### config.mk
export PLATFORM = sky130hd
export DESIGN_NAME = smim_slave
export DESIGN_NICKNAME = d
export VERILOG_FILES = /design/src/smim_pkg.sv /design/src/smim_slave.sv
export VERILOG_INCLUDE_DIRS = /design/src
export SDC_FILE = /design/constraint.sdc
export NUM_CORES = 2
export LEC_CHECK = 0
export BUFFER_PORTS_ARGS = -buffer_cell sky130_fd_sc_hd__buf_2
export CAP_MARGIN = 20
export CELL_PAD_IN_SITES_DETAIL_PLACEMENT = 2
export CELL_PAD_IN_SITES_GLOBAL_PLACEMENT = 2
export CORE_MARGIN = 8
export CORE_UTILIZATION = 50
export CTS_CLUSTER_DIAMETER = 80
export DETAILED_ROUTE_END_ITERATION = 16
export GPL_ROUTABILITY_DRIVEN = 0
export PLACE_DENSITY = 0.9
export REMOVE_ABC_BUFFERS = 1
export SLEW_MARGIN = 20
export SYNTH_ARGS = -nofsm -noshare
export SYNTH_HDL_FRONTEND = slang
export SYNTH_SLANG_ARGS = --single-unit
### constraint.sdc
create_clock -name sys_clk -period 7 [get_ports sys_clk]
set_input_delay 1.05 -clock sys_clk [delete_from_list [all_inputs] [get_ports sys_clk]]
set_output_delay 1.05 -clock sys_clk [all_outputs]
set_load 0.03 [all_outputs]
### src/smim_consts.svh
// Constants of the serial management slave with indirect extended access
// What this block does
// - Data bits sampled on management clock rise.
// - Data line idles high, nobody drives idle.
// - Answer only frames matching own address.
// - Capture two strap bits as bus address.
// - Direct access selects one of 32 registers.
// - Frame starts with pattern 01 after idle.
// - Nobody drives first read turnaround bit.
// - Read drives zero, then sixteen data bits.
// - Standard registers reachable directly and indirectly.
// - Indirect access to control/data registers ignored.
// - Only device addresses 31, 3, 7 honoured.
// - Function field selects address or data mode.
// - Function 00 reaches the extended address register.
// - Function 01 accesses data, pointer unchanged.
// - Function 10 increments after reads and writes.
// - Function 11 increments after writes only.
`ifndef SMIM_CONSTS_SVH
`define SMIM_CONSTS_SVH

`define SMIM_REG_CTRL      5'h0D
`define SMIM_REG_ADDAT     5'h0E
`define SMIM_DEV_VEND      5'h1F
`define SMIM_DEV_PCS       5'h03
`define SMIM_DEV_AN        5'h07
`define SMIM_FN_ADDR       2'h0
`define SMIM_FN_DATA       2'h1
`define SMIM_FN_INC_RW     2'h2
`define SMIM_FN_INC_W      2'h3
`define SMIM_FN_HI         15
`define SMIM_FN_LO         14
`define SMIM_DEV_HI        4
`define SMIM_OP_RD         2'h2
`define SMIM_OP_WR         2'h1
`define SMIM_CTRL_RST      16'h0000
`define SMIM_EXTADDR_RST   16'h0000
`define SMIM_REG_RST       16'h0000
`define SMIM_HDR_LAST      5'h0B
`define SMIM_DATA_LAST     5'h0F
`define SMIM_SKIP_LAST     5'h11
`define SMIM_TA_SKIP_START 5'h02
`define SMIM_EXT_IDX_W     8

`endif

### src/smim_pkg.sv
// Types of the serial management slave
package smim_pkg;
    typedef enum logic [2:0] {
        SMIM_IDLE  = 3'b000,
        SMIM_START = 3'b001,
        SMIM_HDR   = 3'b010,
        SMIM_TA    = 3'b011,
        SMIM_DATA  = 3'b100,
        SMIM_SKIP  = 3'b101
    } smim_state_type;
endpackage

### src/smim_slave.sv
// Management frame slave with direct and indirect register access
`timescale 1ns/1ns
`include "smim_consts.svh"
module smim_slave
    import smim_pkg::*;
(
    input  wire logic       sys_clk,     // System clock, 100 MHz
    input  wire logic       rst_n,       // Async reset, active low
    input  wire logic       mdc,         // Management clock pin
    input  wire logic       mdio_in,     // Management data pin level
    output logic            mdio_out,    // Management data drive value
    output logic            mdio_oe,     // High while driving data pin
    input  wire logic [1:0] addr_strap,  // Address strap pins
    output logic      [1:0] bus_addr     // Latched bus address
);

    ////////////////////////////////////////////////////////////////////
    // Pin synchronisers and edge finding

    logic [2:0]     mdc_s_r;
    logic [2:0]     mdio_s_r;
    logic           mdc_lvl_r;
    logic           mdio_lvl_r;
    logic           mdc_agree;
    logic           mdio_agree;
    logic           mdc_rise;
    logic           bit_in;

    always_ff @(posedge sys_clk or negedge rst_n) begin
        if (!rst_n) begin
            mdc_s_r    <= 3'h7;
            mdio_s_r   <= 3'h7;
            mdc_lvl_r  <= 1'b1;
            mdio_lvl_r <= 1'b1;
        end else begin
            mdc_s_r  <= {mdc_s_r[1:0], mdc};
            mdio_s_r <= {mdio_s_r[1:0], mdio_in};
            if (mdc_agree)
                mdc_lvl_r <= mdc_s_r[2];
            if (mdio_agree)
                mdio_lvl_r <= mdio_s_r[2];
        end
    end

    assign mdc_agree  = mdc_s_r[1] == mdc_s_r[2];
    assign mdio_agree = mdio_s_r[1] == mdio_s_r[2];
    // A stopped clock gives no edges, so the frame simply waits
    assign mdc_rise   = mdc_agree && mdc_s_r[2] && !mdc_lvl_r;
    assign bit_in     = mdio_agree ? mdio_s_r[2] : mdio_lvl_r;

    ////////////////////////////////////////////////////////////////////
    // Strap capture

    logic [1:0]     my_addr_r;
    logic           strap_done_r;
    logic [1:0]     strap_s1_r;
    logic [1:0]     strap_s2_r;
    logic [1:0]     strap_s3_r;
    logic [1:0]     strap_fill_r;
    logic           strap_agree;

    // Straps are static, yet still pass the same three stages as any pin
    always_ff @(posedge sys_clk or negedge rst_n) begin
        if (!rst_n) begin
            strap_s1_r   <= 2'h0;
            strap_s2_r   <= 2'h0;
            strap_s3_r   <= 2'h0;
            strap_fill_r <= 2'h0;
        end else begin
            strap_s1_r <= addr_strap;
            strap_s2_r <= strap_s1_r;
            strap_s3_r <= strap_s2_r;
            if (strap_fill_r != 2'h3)
                strap_fill_r <= strap_fill_r + 2'h1;
        end
    end

    // Only samples taken after release count, never a reset value
    assign strap_agree = strap_fill_r == 2'h3 && strap_s2_r == strap_s3_r;

    // Caught once after release, then frozen until the next reset
    always_ff @(posedge sys_clk or negedge rst_n) begin
        if (!rst_n) begin
            my_addr_r    <= 2'h0;
            strap_done_r <= 1'b0;
        end else if (!strap_done_r && strap_agree) begin
            my_addr_r    <= strap_s3_r;
            strap_done_r <= 1'b1;
        end
    end

    ////////////////////////////////////////////////////////////////////
    // Register storage and decode

    logic [15:0]    regs_r [0:31];
    logic [15:0]    ext_mem [0:255];
    logic [15:0]    ctrl_r;
    logic [15:0]    ext_addr_r;
    logic [1:0]     func;
    logic [4:0]     devad;
    logic           devad_ok;
    logic [1:0]     mmd_sel;
    logic [`SMIM_EXT_IDX_W-1:0] ext_idx;
    logic           ext_std;
    logic           ext_blocked;
    logic           data_fn;

    assign func     = ctrl_r[`SMIM_FN_HI:`SMIM_FN_LO];
    assign devad    = ctrl_r[`SMIM_DEV_HI:0];
    assign devad_ok = devad == `SMIM_DEV_VEND
                   || devad == `SMIM_DEV_PCS
                   || devad == `SMIM_DEV_AN;
    assign mmd_sel  = (devad == `SMIM_DEV_VEND) ? 2'h0 :
                      (devad == `SMIM_DEV_PCS)  ? 2'h1 : 2'h2;
    // Only the low six pointer bits index the extended store
    assign ext_idx  = {mmd_sel, ext_addr_r[5:0]};
    assign ext_std  = devad == `SMIM_DEV_VEND
                   && ext_addr_r[15:5] == 11'h000;
    assign ext_blocked = ext_std
                   && (ext_addr_r[4:0] == `SMIM_REG_CTRL
                    || ext_addr_r[4:0] == `SMIM_REG_ADDAT);
    assign data_fn  = func != `SMIM_FN_ADDR;

    ////////////////////////////////////////////////////////////////////
    // Frame state

    smim_state_type st_r;
    logic [4:0]     cnt_r;
    logic [11:0]    hdr_r;
    logic [11:0]    hdr_full;
    logic [4:0]     reg_r;
    logic           rd_r;
    logic [15:0]    rd_data_r;
    logic [15:0]    wd_r;
    logic [15:0]    wdata;
    logic           out_r;
    logic           oe_r;
    logic [1:0]     h_op;
    logic [4:0]     h_phy;
    logic [4:0]     h_reg;
    logic           h_op_ok;
    logic           h_match;
    logic [15:0]    rd_value;
    logic           hdr_end;
    logic           fin;

    assign hdr_full = {hdr_r[10:0], bit_in};
    assign h_op     = hdr_full[11:10];
    assign h_phy    = hdr_full[9:5];
    assign h_reg    = hdr_full[4:0];
    assign h_op_ok  = h_op == `SMIM_OP_RD || h_op == `SMIM_OP_WR;
    assign h_match  = h_phy == {3'h0, my_addr_r};
    assign hdr_end  = mdc_rise && st_r == SMIM_HDR
                   && cnt_r == `SMIM_HDR_LAST;
    assign fin      = mdc_rise && st_r == SMIM_DATA
                   && cnt_r == `SMIM_DATA_LAST;
    assign wdata    = {wd_r[14:0], bit_in};

    // Read value is frozen at header end, before turnaround
    assign rd_value =
        (h_reg == `SMIM_REG_CTRL)  ? ctrl_r :
        (h_reg != `SMIM_REG_ADDAT) ? regs_r[h_reg] :
        !devad_ok                  ? 16'h0000 :
        !data_fn                   ? ext_addr_r :
        ext_blocked                ? 16'h0000 :
        ext_std                    ? regs_r[ext_addr_r[4:0]] :
                                     ext_mem[ext_idx];

    always_ff @(posedge sys_clk or negedge rst_n) begin
        if (!rst_n) begin
            st_r      <= SMIM_IDLE;
            cnt_r     <= 5'h00;
            hdr_r     <= 12'h000;
            reg_r     <= 5'h00;
            rd_r      <= 1'b0;
            rd_data_r <= 16'h0000;
            wd_r      <= 16'h0000;
            out_r     <= 1'b1;
            oe_r      <= 1'b0;
        end else if (mdc_rise) begin
            unique case (st_r)
                SMIM_IDLE: begin
                    if (!bit_in)
                        st_r <= SMIM_START;
                end
                SMIM_START: begin
                    cnt_r <= 5'h00;
                    st_r  <= bit_in ? SMIM_HDR : SMIM_IDLE;
                end
                SMIM_HDR: begin
                    hdr_r <= hdr_full;
                    cnt_r <= cnt_r + 5'h01;
                    if (cnt_r == `SMIM_HDR_LAST) begin
                        cnt_r     <= 5'h00;
                        reg_r     <= h_reg;
                        rd_r      <= h_op == `SMIM_OP_RD;
                        rd_data_r <= rd_value;
                        st_r <= (h_op_ok && h_match) ? SMIM_TA
                                                     : SMIM_SKIP;
                    end
                end
                SMIM_TA: begin
                    cnt_r <= cnt_r + 5'h01;
                    if (cnt_r == 5'h00) begin
                        if (rd_r) begin
                            oe_r  <= 1'b1;
                            out_r <= 1'b0;
                        end else if (!bit_in) begin
                            st_r <= SMIM_SKIP;
                        end
                    end else begin
                        cnt_r <= 5'h00;
                        st_r  <= SMIM_DATA;
                        if (rd_r) begin
                            out_r     <= rd_data_r[15];
                            rd_data_r <= {rd_data_r[14:0], 1'b0};
                        end else if (bit_in) begin
                            cnt_r <= `SMIM_TA_SKIP_START;
                            st_r  <= SMIM_SKIP;
                        end
                    end
                end
                SMIM_DATA: begin
                    cnt_r     <= cnt_r + 5'h01;
                    wd_r      <= wdata;
                    out_r     <= rd_data_r[15];
                    rd_data_r <= {rd_data_r[14:0], 1'b0};
                    if (cnt_r == `SMIM_DATA_LAST) begin
                        oe_r  <= 1'b0;
                        out_r <= 1'b1;
                        st_r  <= SMIM_IDLE;
                    end
                end
                SMIM_SKIP: begin
                    cnt_r <= cnt_r + 5'h01;
                    if (cnt_r == `SMIM_SKIP_LAST)
                        st_r <= SMIM_IDLE;
                end
                default: begin
                    st_r <= SMIM_IDLE;
                end
            endcase
        end
    end

    ////////////////////////////////////////////////////////////////////
    // Commit of writes and pointer updates

    logic           wr_fin;
    logic           ad_fin;
    logic           ptr_wr;
    logic           ptr_inc;
    logic           dir_wr;
    logic [4:0]     dir_idx;
    logic           ext_wr;

    assign wr_fin  = fin && !rd_r;
    assign ad_fin  = fin && reg_r == `SMIM_REG_ADDAT && devad_ok;
    assign ptr_wr  = ad_fin && !rd_r && !data_fn;
    assign ptr_inc = ad_fin && (func == `SMIM_FN_INC_RW
                 || (func == `SMIM_FN_INC_W && !rd_r));
    assign dir_wr  = wr_fin && ((reg_r != `SMIM_REG_CTRL
                              && reg_r != `SMIM_REG_ADDAT)
                             || (ad_fin && data_fn && ext_std
                              && !ext_blocked));
    assign dir_idx = (reg_r == `SMIM_REG_ADDAT) ? ext_addr_r[4:0] : reg_r;
    assign ext_wr  = ad_fin && !rd_r && data_fn && !ext_std;

    always_ff @(posedge sys_clk or negedge rst_n) begin
        if (!rst_n) begin
            ctrl_r     <= `SMIM_CTRL_RST;
            ext_addr_r <= `SMIM_EXTADDR_RST;
        end else begin
            if (wr_fin && reg_r == `SMIM_REG_CTRL)
                ctrl_r <= wdata;
            if (ptr_wr)
                ext_addr_r <= wdata;
            else if (ptr_inc)
                ext_addr_r <= ext_addr_r + 16'h0001;
        end
    end

    always_ff @(posedge sys_clk or negedge rst_n) begin
        if (!rst_n) begin
            for (int i = 0; i < 32; i++)
                regs_r[i] <= `SMIM_REG_RST;
        end else if (dir_wr) begin
            regs_r[dir_idx] <= wdata;
        end
    end

    // Extended store has no reset, like a register file macro
    always_ff @(posedge sys_clk) begin
        if (ext_wr)
            ext_mem[ext_idx] <= wdata;
    end

    assign mdio_out = out_r;
    assign mdio_oe  = oe_r;
    assign bus_addr = my_addr_r;

    ////////////////////////////////////////////////////////////////////
    // Checks

    chk_ta_zero: assert property (@(posedge sys_clk) disable iff (!rst_n)
        $rose(oe_r) |-> !out_r && rd_r && st_r == SMIM_TA)
        else $error("Read turnaround did not drive zero");

    chk_ta_float: assert property (@(posedge sys_clk) disable iff (!rst_n)
        hdr_end |=> !oe_r)
        else $error("Data line driven in first turnaround bit");

    chk_write_quiet: assert property (@(posedge sys_clk) disable iff (!rst_n)
        (st_r == SMIM_SKIP || (st_r == SMIM_DATA && !rd_r)) |-> !oe_r)
        else $error("Data line driven outside own read");

    chk_addr_match: assert property (@(posedge sys_clk) disable iff (!rst_n)
        $rose(oe_r) |-> hdr_r[9:5] == {3'h0, my_addr_r})
        else $error("Answered a frame for another address");

    chk_strap_hold: assert property (@(posedge sys_clk) disable iff (!rst_n)
        strap_done_r && $past(strap_done_r) |-> $stable(my_addr_r))
        else $error("Bus address changed after capture");

    chk_inc_write: assert property (@(posedge sys_clk) disable iff (!rst_n)
        (ad_fin && func == `SMIM_FN_INC_RW)
        |=> ext_addr_r == $past(ext_addr_r) + 16'h0001)
        else $error("Pointer not incremented");

    chk_no_inc_read: assert property (@(posedge sys_clk) disable iff (!rst_n)
        (ad_fin && rd_r && func == `SMIM_FN_INC_W) |=> $stable(ext_addr_r))
        else $error("Pointer moved on read in write-increment mode");

    chk_bad_devad: assert property (@(posedge sys_clk) disable iff (!rst_n)
        (fin && reg_r == `SMIM_REG_ADDAT && !devad_ok)
        |=> $stable(ext_addr_r))
        else $error("Ignored device address changed pointer");

    chk_plain_data: assert property (@(posedge sys_clk) disable iff (!rst_n)
        (ad_fin && func == `SMIM_FN_DATA) |=> $stable(ext_addr_r))
        else $error("Pointer moved in plain data mode");

    chk_oe_ends: assert property (@(posedge sys_clk) disable iff (!rst_n)
        fin |=> !oe_r && out_r && st_r == SMIM_IDLE)
        else $error("Data line not released after frame");

    chk_ptr_load: assert property (@(posedge sys_clk) disable iff (!rst_n)
        ptr_wr |=> ext_addr_r == $past(wdata))
        else $error("Pointer not loaded by address function write");

    chk_ctrl_write: assert property (@(posedge sys_clk) disable iff (!rst_n)
        (wr_fin && reg_r == `SMIM_REG_CTRL) |=> ctrl_r == $past(wdata))
        else $error("Access control register not written");

endmodule

==> impl_metrics.yaml, run 1 <==
cts:
  post_cts_resized: 0
  clock-sinks: 3693
  cts-root-buf: "clkbuf_16"
  clock_path_buffers: 4
  cts_setup_buffers: 0
  cts_hold_buffers: 0
  ctsHtreeMaxLevel: 5
  cts_buffers: 388
synthesis:
  syn_area_per_cell_um2: 20.3
  synth.cell_area_mm2: 0.152
  ys_types: 88
  synth_edf_count: 3072
  async_flop_share_pct: 16.8
  yosys_warnings: 0
  synth_cells: 7470
  ys_ff_latch: 3693
  synth_ff_type: "edfxtp_1"
  yosysSeqAreaShare_pct: 71.0
die:
  io_pins: 10
  start_util_pct: 50.2
  die_h_um: 567
  die_w_um: 567
  row_count: 202
outcome:
  outcome: "aborted with a tool error"
  error_line: "[ERROR DPL-0033] detailed placement checks failed during check placement."
  stop_stage: "clock tree synthesis (4_1_cts)"
place:
  placed_cell_area_mm2: 0.158
  dp_hpwl_um: 402000
  io_buffers: 9
-- Yosys cell counts (8+ instances only) --
| cell type | instances | area share (%) |
|---|---|---|
| dfstp_2 | 9 | 0.16 |
| nand2_4 | 16 | 0.12 |
| o211ai_1 | 13 | 0.064 |
| a32oi_1 | 35 | 0.20 |
| a221o_1 | 8 | 0.053 |
| a2111oi_0 | 8 | 0.046 |
| dfrtp_1 | 612 | 10 |
| buf_1 | 65 | 0.16 |
| clkbuf_1 | 225 | 0.56 |
| or2_2 | 8 | 0.033 |
| mux2_2 | 414 | 3.1 |
| a22oi_1 | 116 | 0.57 |
| and2_1 | 11 | 0.045 |
| a21oi_1 | 105 | 0.35 |
| o31ai_1 | 9 | 0.045 |
| mux4_2 | 1094 | 16 |
| nand2b_1 | 14 | 0.058 |
| o21ai_0 | 72 | 0.24 |
| nor3_1 | 58 | 0.19 |
| and3_1 | 24 | 0.099 |
| buf_6 | 19 | 0.14 |
| mux2i_1 | 165 | 1.1 |
| mux2_4 | 159 | 1.6 |
| ha_1 | 11 | 0.091 |
| nor2_2 | 16 | 0.066 |
| nand2_1 | 238 | 0.59 |
| a211oi_1 | 15 | 0.074 |
| nand4_1 | 21 | 0.087 |
| buf_2 | 165 | 0.54 |
| o221ai_1 | 14 | 0.081 |
| o2111ai_1 | 9 | 0.052 |
| nor2_1 | 284 | 0.70 |
| nor4_1 | 16 | 0.066 |
| a221oi_1 | 32 | 0.18 |
| edfxtp_1 | 3072 | 61 |
| buf_4 | 29 | 0.14 |
| nand3_1 | 76 | 0.25 |
| a22o_1 | 12 | 0.069 |
| nor2b_1 | 19 | 0.078 |
| o22ai_1 | 22 | 0.091 |
| a31oi_1 | 24 | 0.099 |
| inv_1 | 18 | 0.045 |
-- per-stage QoR --
stage / utilization [%] / cells / setup WS [ns] / hold slack (ns)
2_1_floorplan: - / 6967 / -42.52 / 0.331
3_3_place_gp: 52.1 / 11300 / 1.36 / 0.335
3_5_place_dp: 52.1 / 11300 / 0.736 / 0.336
-- cell families after synthesis --
family	share of synthesized area, %
AOI/OAI and AO/OA	2.56
muxes	22.0
buffers and inverters	1.60
DFF	71.0
xor gates and xnor gates	0.0289
and+or+nand+nor	2.70
adders and majority gates	0.0907
==> run 2: changes to the inputs <==
Settings changed: CELL_PAD_IN_SITES_DETAIL_PLACEMENT 2 to unset, CELL_PAD_IN_SITES_GLOBAL_PLACEMENT 2 to unset, CORE_UTILIZATION 50 to 40, CTS_CLUSTER_DIAMETER 80 to unset, PLACE_DENSITY 0.9 to unset, PLACE_DENSITY_LB_ADDON set to 0.15.
==> run 2 against run 1 <==
Net effect: the run now ends clean; synthesized cell count is the same; area after synthesis unchanged.
==> impl_metrics.yaml, run 2 <==
synthesis:
  synthXorXnorAreaFrac_pct: 0.0289
  async_flop_share_pct: 16.8
  synthMuxAreaShare_pct: 22.0
  synth_top_area_share_pct: 60.8
  yosysSeqAreaShare_pct: 71.0
  ys_types: 88
  synth_ff_type: "edfxtp_1"
  synth_edf_count: 3072
  synth-simple-area-share_pct: 2.70
  netlist_top_cells_count: "3,072 x edfxtp_1, 1,094 x mux4_2, 612 x dfrtp_1, 414 x mux2_2, 284 x nor2_1"
  synth_compound_gate_area_share_pct: 2.56
  yosys.area_share.adder_pct: 0.0907
  syn_area_per_cell_um2: 20.3
  yosys_warnings: 0
  synth_cells: 7470
  post-synth-top-area-cell: "edfxtp_1"
  synth.cell_area_mm2: 0.152
  synthTopCellsByArea: "edfxtp_1 61%, mux4_2 16%, dfrtp_1 10%"
  yosysMostFrequentCell: "edfxtp_1"
  synth_top_family_by_area: "multiplexers"
  ys_ff_latch: 3693
place:
  dp.cells: 12300
  io_buffers: 9
  dp_hpwl_um: 272000
setup_path:
  end_kind: "register"
  cp_max_fo: 65
  critPathLaunchType: "register"
  crit_chain: "buf_12 > buf_12 > mux4_2 > mux4_2 > a221oi_1 > nand4_1 > o21ai_0 > a21oi_1"
  critical-path-max-stage-delay_ns: 1.14
  criticalPathCategory: "reg -> reg"
  cp.arrival_ns: 5.99
  worstPathRequired_ns: 7.81
  cpMaxStageDelayCell: "dfrtp_4"
sta:
  fmax_mhz: 193
  hold_ws_ns: 0.111
  setup_tns_ns: 0
  fin_crit_ns: 5.18
  finalSetupViolations: 0
  skew_ns: 0.0553
  fin_crit_sh_pct: 74.0
  drv_slew: 0
  relSlewSlack_pct: 16.7
  worstMarginPinSlew_ns: 1.24
  rsz0062_at_grt: "no"
  hold_viol: 0
die:
  io_pins: 10
  die_w_um: 632
  start_util_pct: 40.1
  fp.coreArea_mm2: 0.378
  die_h_um: 632
  die_area_mm2: 0.399
  row_count: 226
finish:
  area_delta_synth_final_pct: 13.9
  fillCellCount: 31800
  drive_gt1_share_pct: 36.0
  instances_no_fill: 13100
  final_common_cell: "edfxtp_1"
  nets: 7758
  top_register: "ext_mem"
  largest_reg_flops: 3072
  reg_top3: "ext_mem x3072, regs_r x512"
  layout_common_cells: "3,072 x edfxtp_1, 1,094 x mux4_2, 591 x dfrtp_1"
power_and_ir_drop:
  p_seq_share_pct: 51.7
  switching_share_pct: 21.3
  power_density_mw_per_mm2: 268
  p_int_mw: 36.4
  p_sw_mw: 9.88
  peakVddDrop_v: 0.000231
  leakagePower_nw: 58.0
  pwr-share-comb_pct: 2.5
  p_clk_share_pct: 45.8
outcome:
  outcome: "finished clean"
cts:
  clock_path_buffers: 4
  clkLatencyLatePin_ns: 0.99
  post_cts_resized: 0
  ctsHtreeMaxLevel: 5
  cts_setup_buffers: 0
  clock-sinks: 3693
  cts-root-buf: "clkbuf_16"
  clkSlewWorstSetupHoldPaths_ns: 0.06
  cts_buffers: 402
  cts_hold_buffers: 0
  cts_tree: "yes"
global_routing:
  grt_pass1_wl_um: 646000
  met2_usage_pct: 35.8
  grt_overflow: 0
  grtUsageMet1_pct: 31.9
  grt_max_degree: 196
  grtUsageMet3_pct: 4.12
  grt.busiest_layer: "met2"
  antenna_found_initial: 18
  grt_pass1_vias: 80800
  grt_use_total_pct: 22.7
hold_path:
  hp-class: "in -> async"
detailed_routing:
  drtAntennaViolNets: 0
  drc: 0
  drtIter0Drc: 9797
  vias_per_cell: 6.06
  post_drt_wl_per_cell_um: 35.3
  vias: 79300
  drt-total-wl_um: 462000
  firstDrtPassIters: 8
run:
  cap_violations: 0
==> run 2: metrics by stage <==
| step | power [mW] | instance area [um^2] | util (%) | setup slack (ns) |
|---|---|---|---|---|
| 6_report | 46.3 | 173000 | 45.7 | 1.82 |
| 5_1_grt | 47.5 | 173000 | 45.7 | 1.77 |
| 4_1_cts | 46.7 | 173000 | 45.6 | 1.93 |
| 3_5_place_dp | 25.6 | 160000 | 42.2 | 1.95 |
| 3_3_place_gp | 25.6 | 159000 | 42.1 | 1.89 |
| 2_1_floorplan | 25.0 | 149000 | - | -42.52 |
==> run 2: area by class of cell <==
class                           instances  area [um^2]  area share, %
Tap cell                             5016         6280           3.63
Antenna cell                            7         17.5         0.0101
Inverter                               22         97.6         0.0565
Sequential cell                      3693       108000           62.4
Clock buffer                          511        10800           6.26
Timing Repair Buffer                  370         3330           1.93
Clock inverter                        218         2280           1.32
Multi-Input combinational cell       3252        42100           24.4
==> run 2: cells by family (layout without fill, tap and decap cells) <==
family	count (synthesis)	count (layout)
buffers and inverters	525	1121
muxes	1832	1832
and+or+nand+nor	851	851
DFF	3693	3693
xor gates and xnor gates	5	5
AOI/OAI and AO/OA	553	553
other	0	7
adders and majority gates	11	11
==> run 2: routing by layer <==
layer / share of wire, % / wire [um] / up-vias
li1: - / - / 31500
met1: 42 / 193000 / 43600
met2: 47 / 216000 / 3332
met3: 7.4 / 34200 / 757
met4: 4.1 / 18700 / 4
met5: 0.0035 / 16 / -
==> run 2: worst paths after layout <==
| path | to | cells after the start | from | slack [ns] |
|---|---|---|---|---|
| hold reg to reg | strap_s2_r[1]$_DFF_PN0_ | 0 | strap_s1_r[1]$_DFF_PN0_ | 0.36 |
| setup / recovery | rd_data_r[14]$_DFFE_PN0P_ | 8 | ext_addr_r[1]$_DFFE_PN0P_ | 1.82 |
| hold / removal | regs_r[144]$_DFFE_PN0P_ | 1 | rst_n | 0.11 |
| min in group sys_clk | mdio_s_r[0]$_DFF_PN1_ | 1 | mdio_in | 0.20 |
| setup reg to reg | rd_data_r[14]$_DFFE_PN0P_ | 8 | ext_addr_r[1]$_DFFE_PN0P_ | 1.82 |
| max in group asynchronous | hdr_r[0]$_DFFE_PN0P_ | 2 | rst_n | 5.38 |
==> run 2: critical path, delay by kind of cell, from the launching register on <==
kind                   cells  cell delay [ns]
AOI/OAI and AO/OA          3             1.32
and+or+nand+nor            1             0.62
muxes                      2             0.99
buffers and inverters      2             0.81
DFF                        1             1.14
==> run 2: power groups by stage <==
stage | sequential, mW | clock (mW) | combinational [mW]
detailed placement | 24.4 | 0 | 1.13
finish | 24.0 | 21.2 | 1.17
CTS | 24.0 | 21.6 | 1.13
global route | 24.0 | 22.3 | 1.24
floorplan | 24.5 | 0 | 0.498
global placement | 24.4 | 0 | 1.12
(Power assumes the default switching activity.)
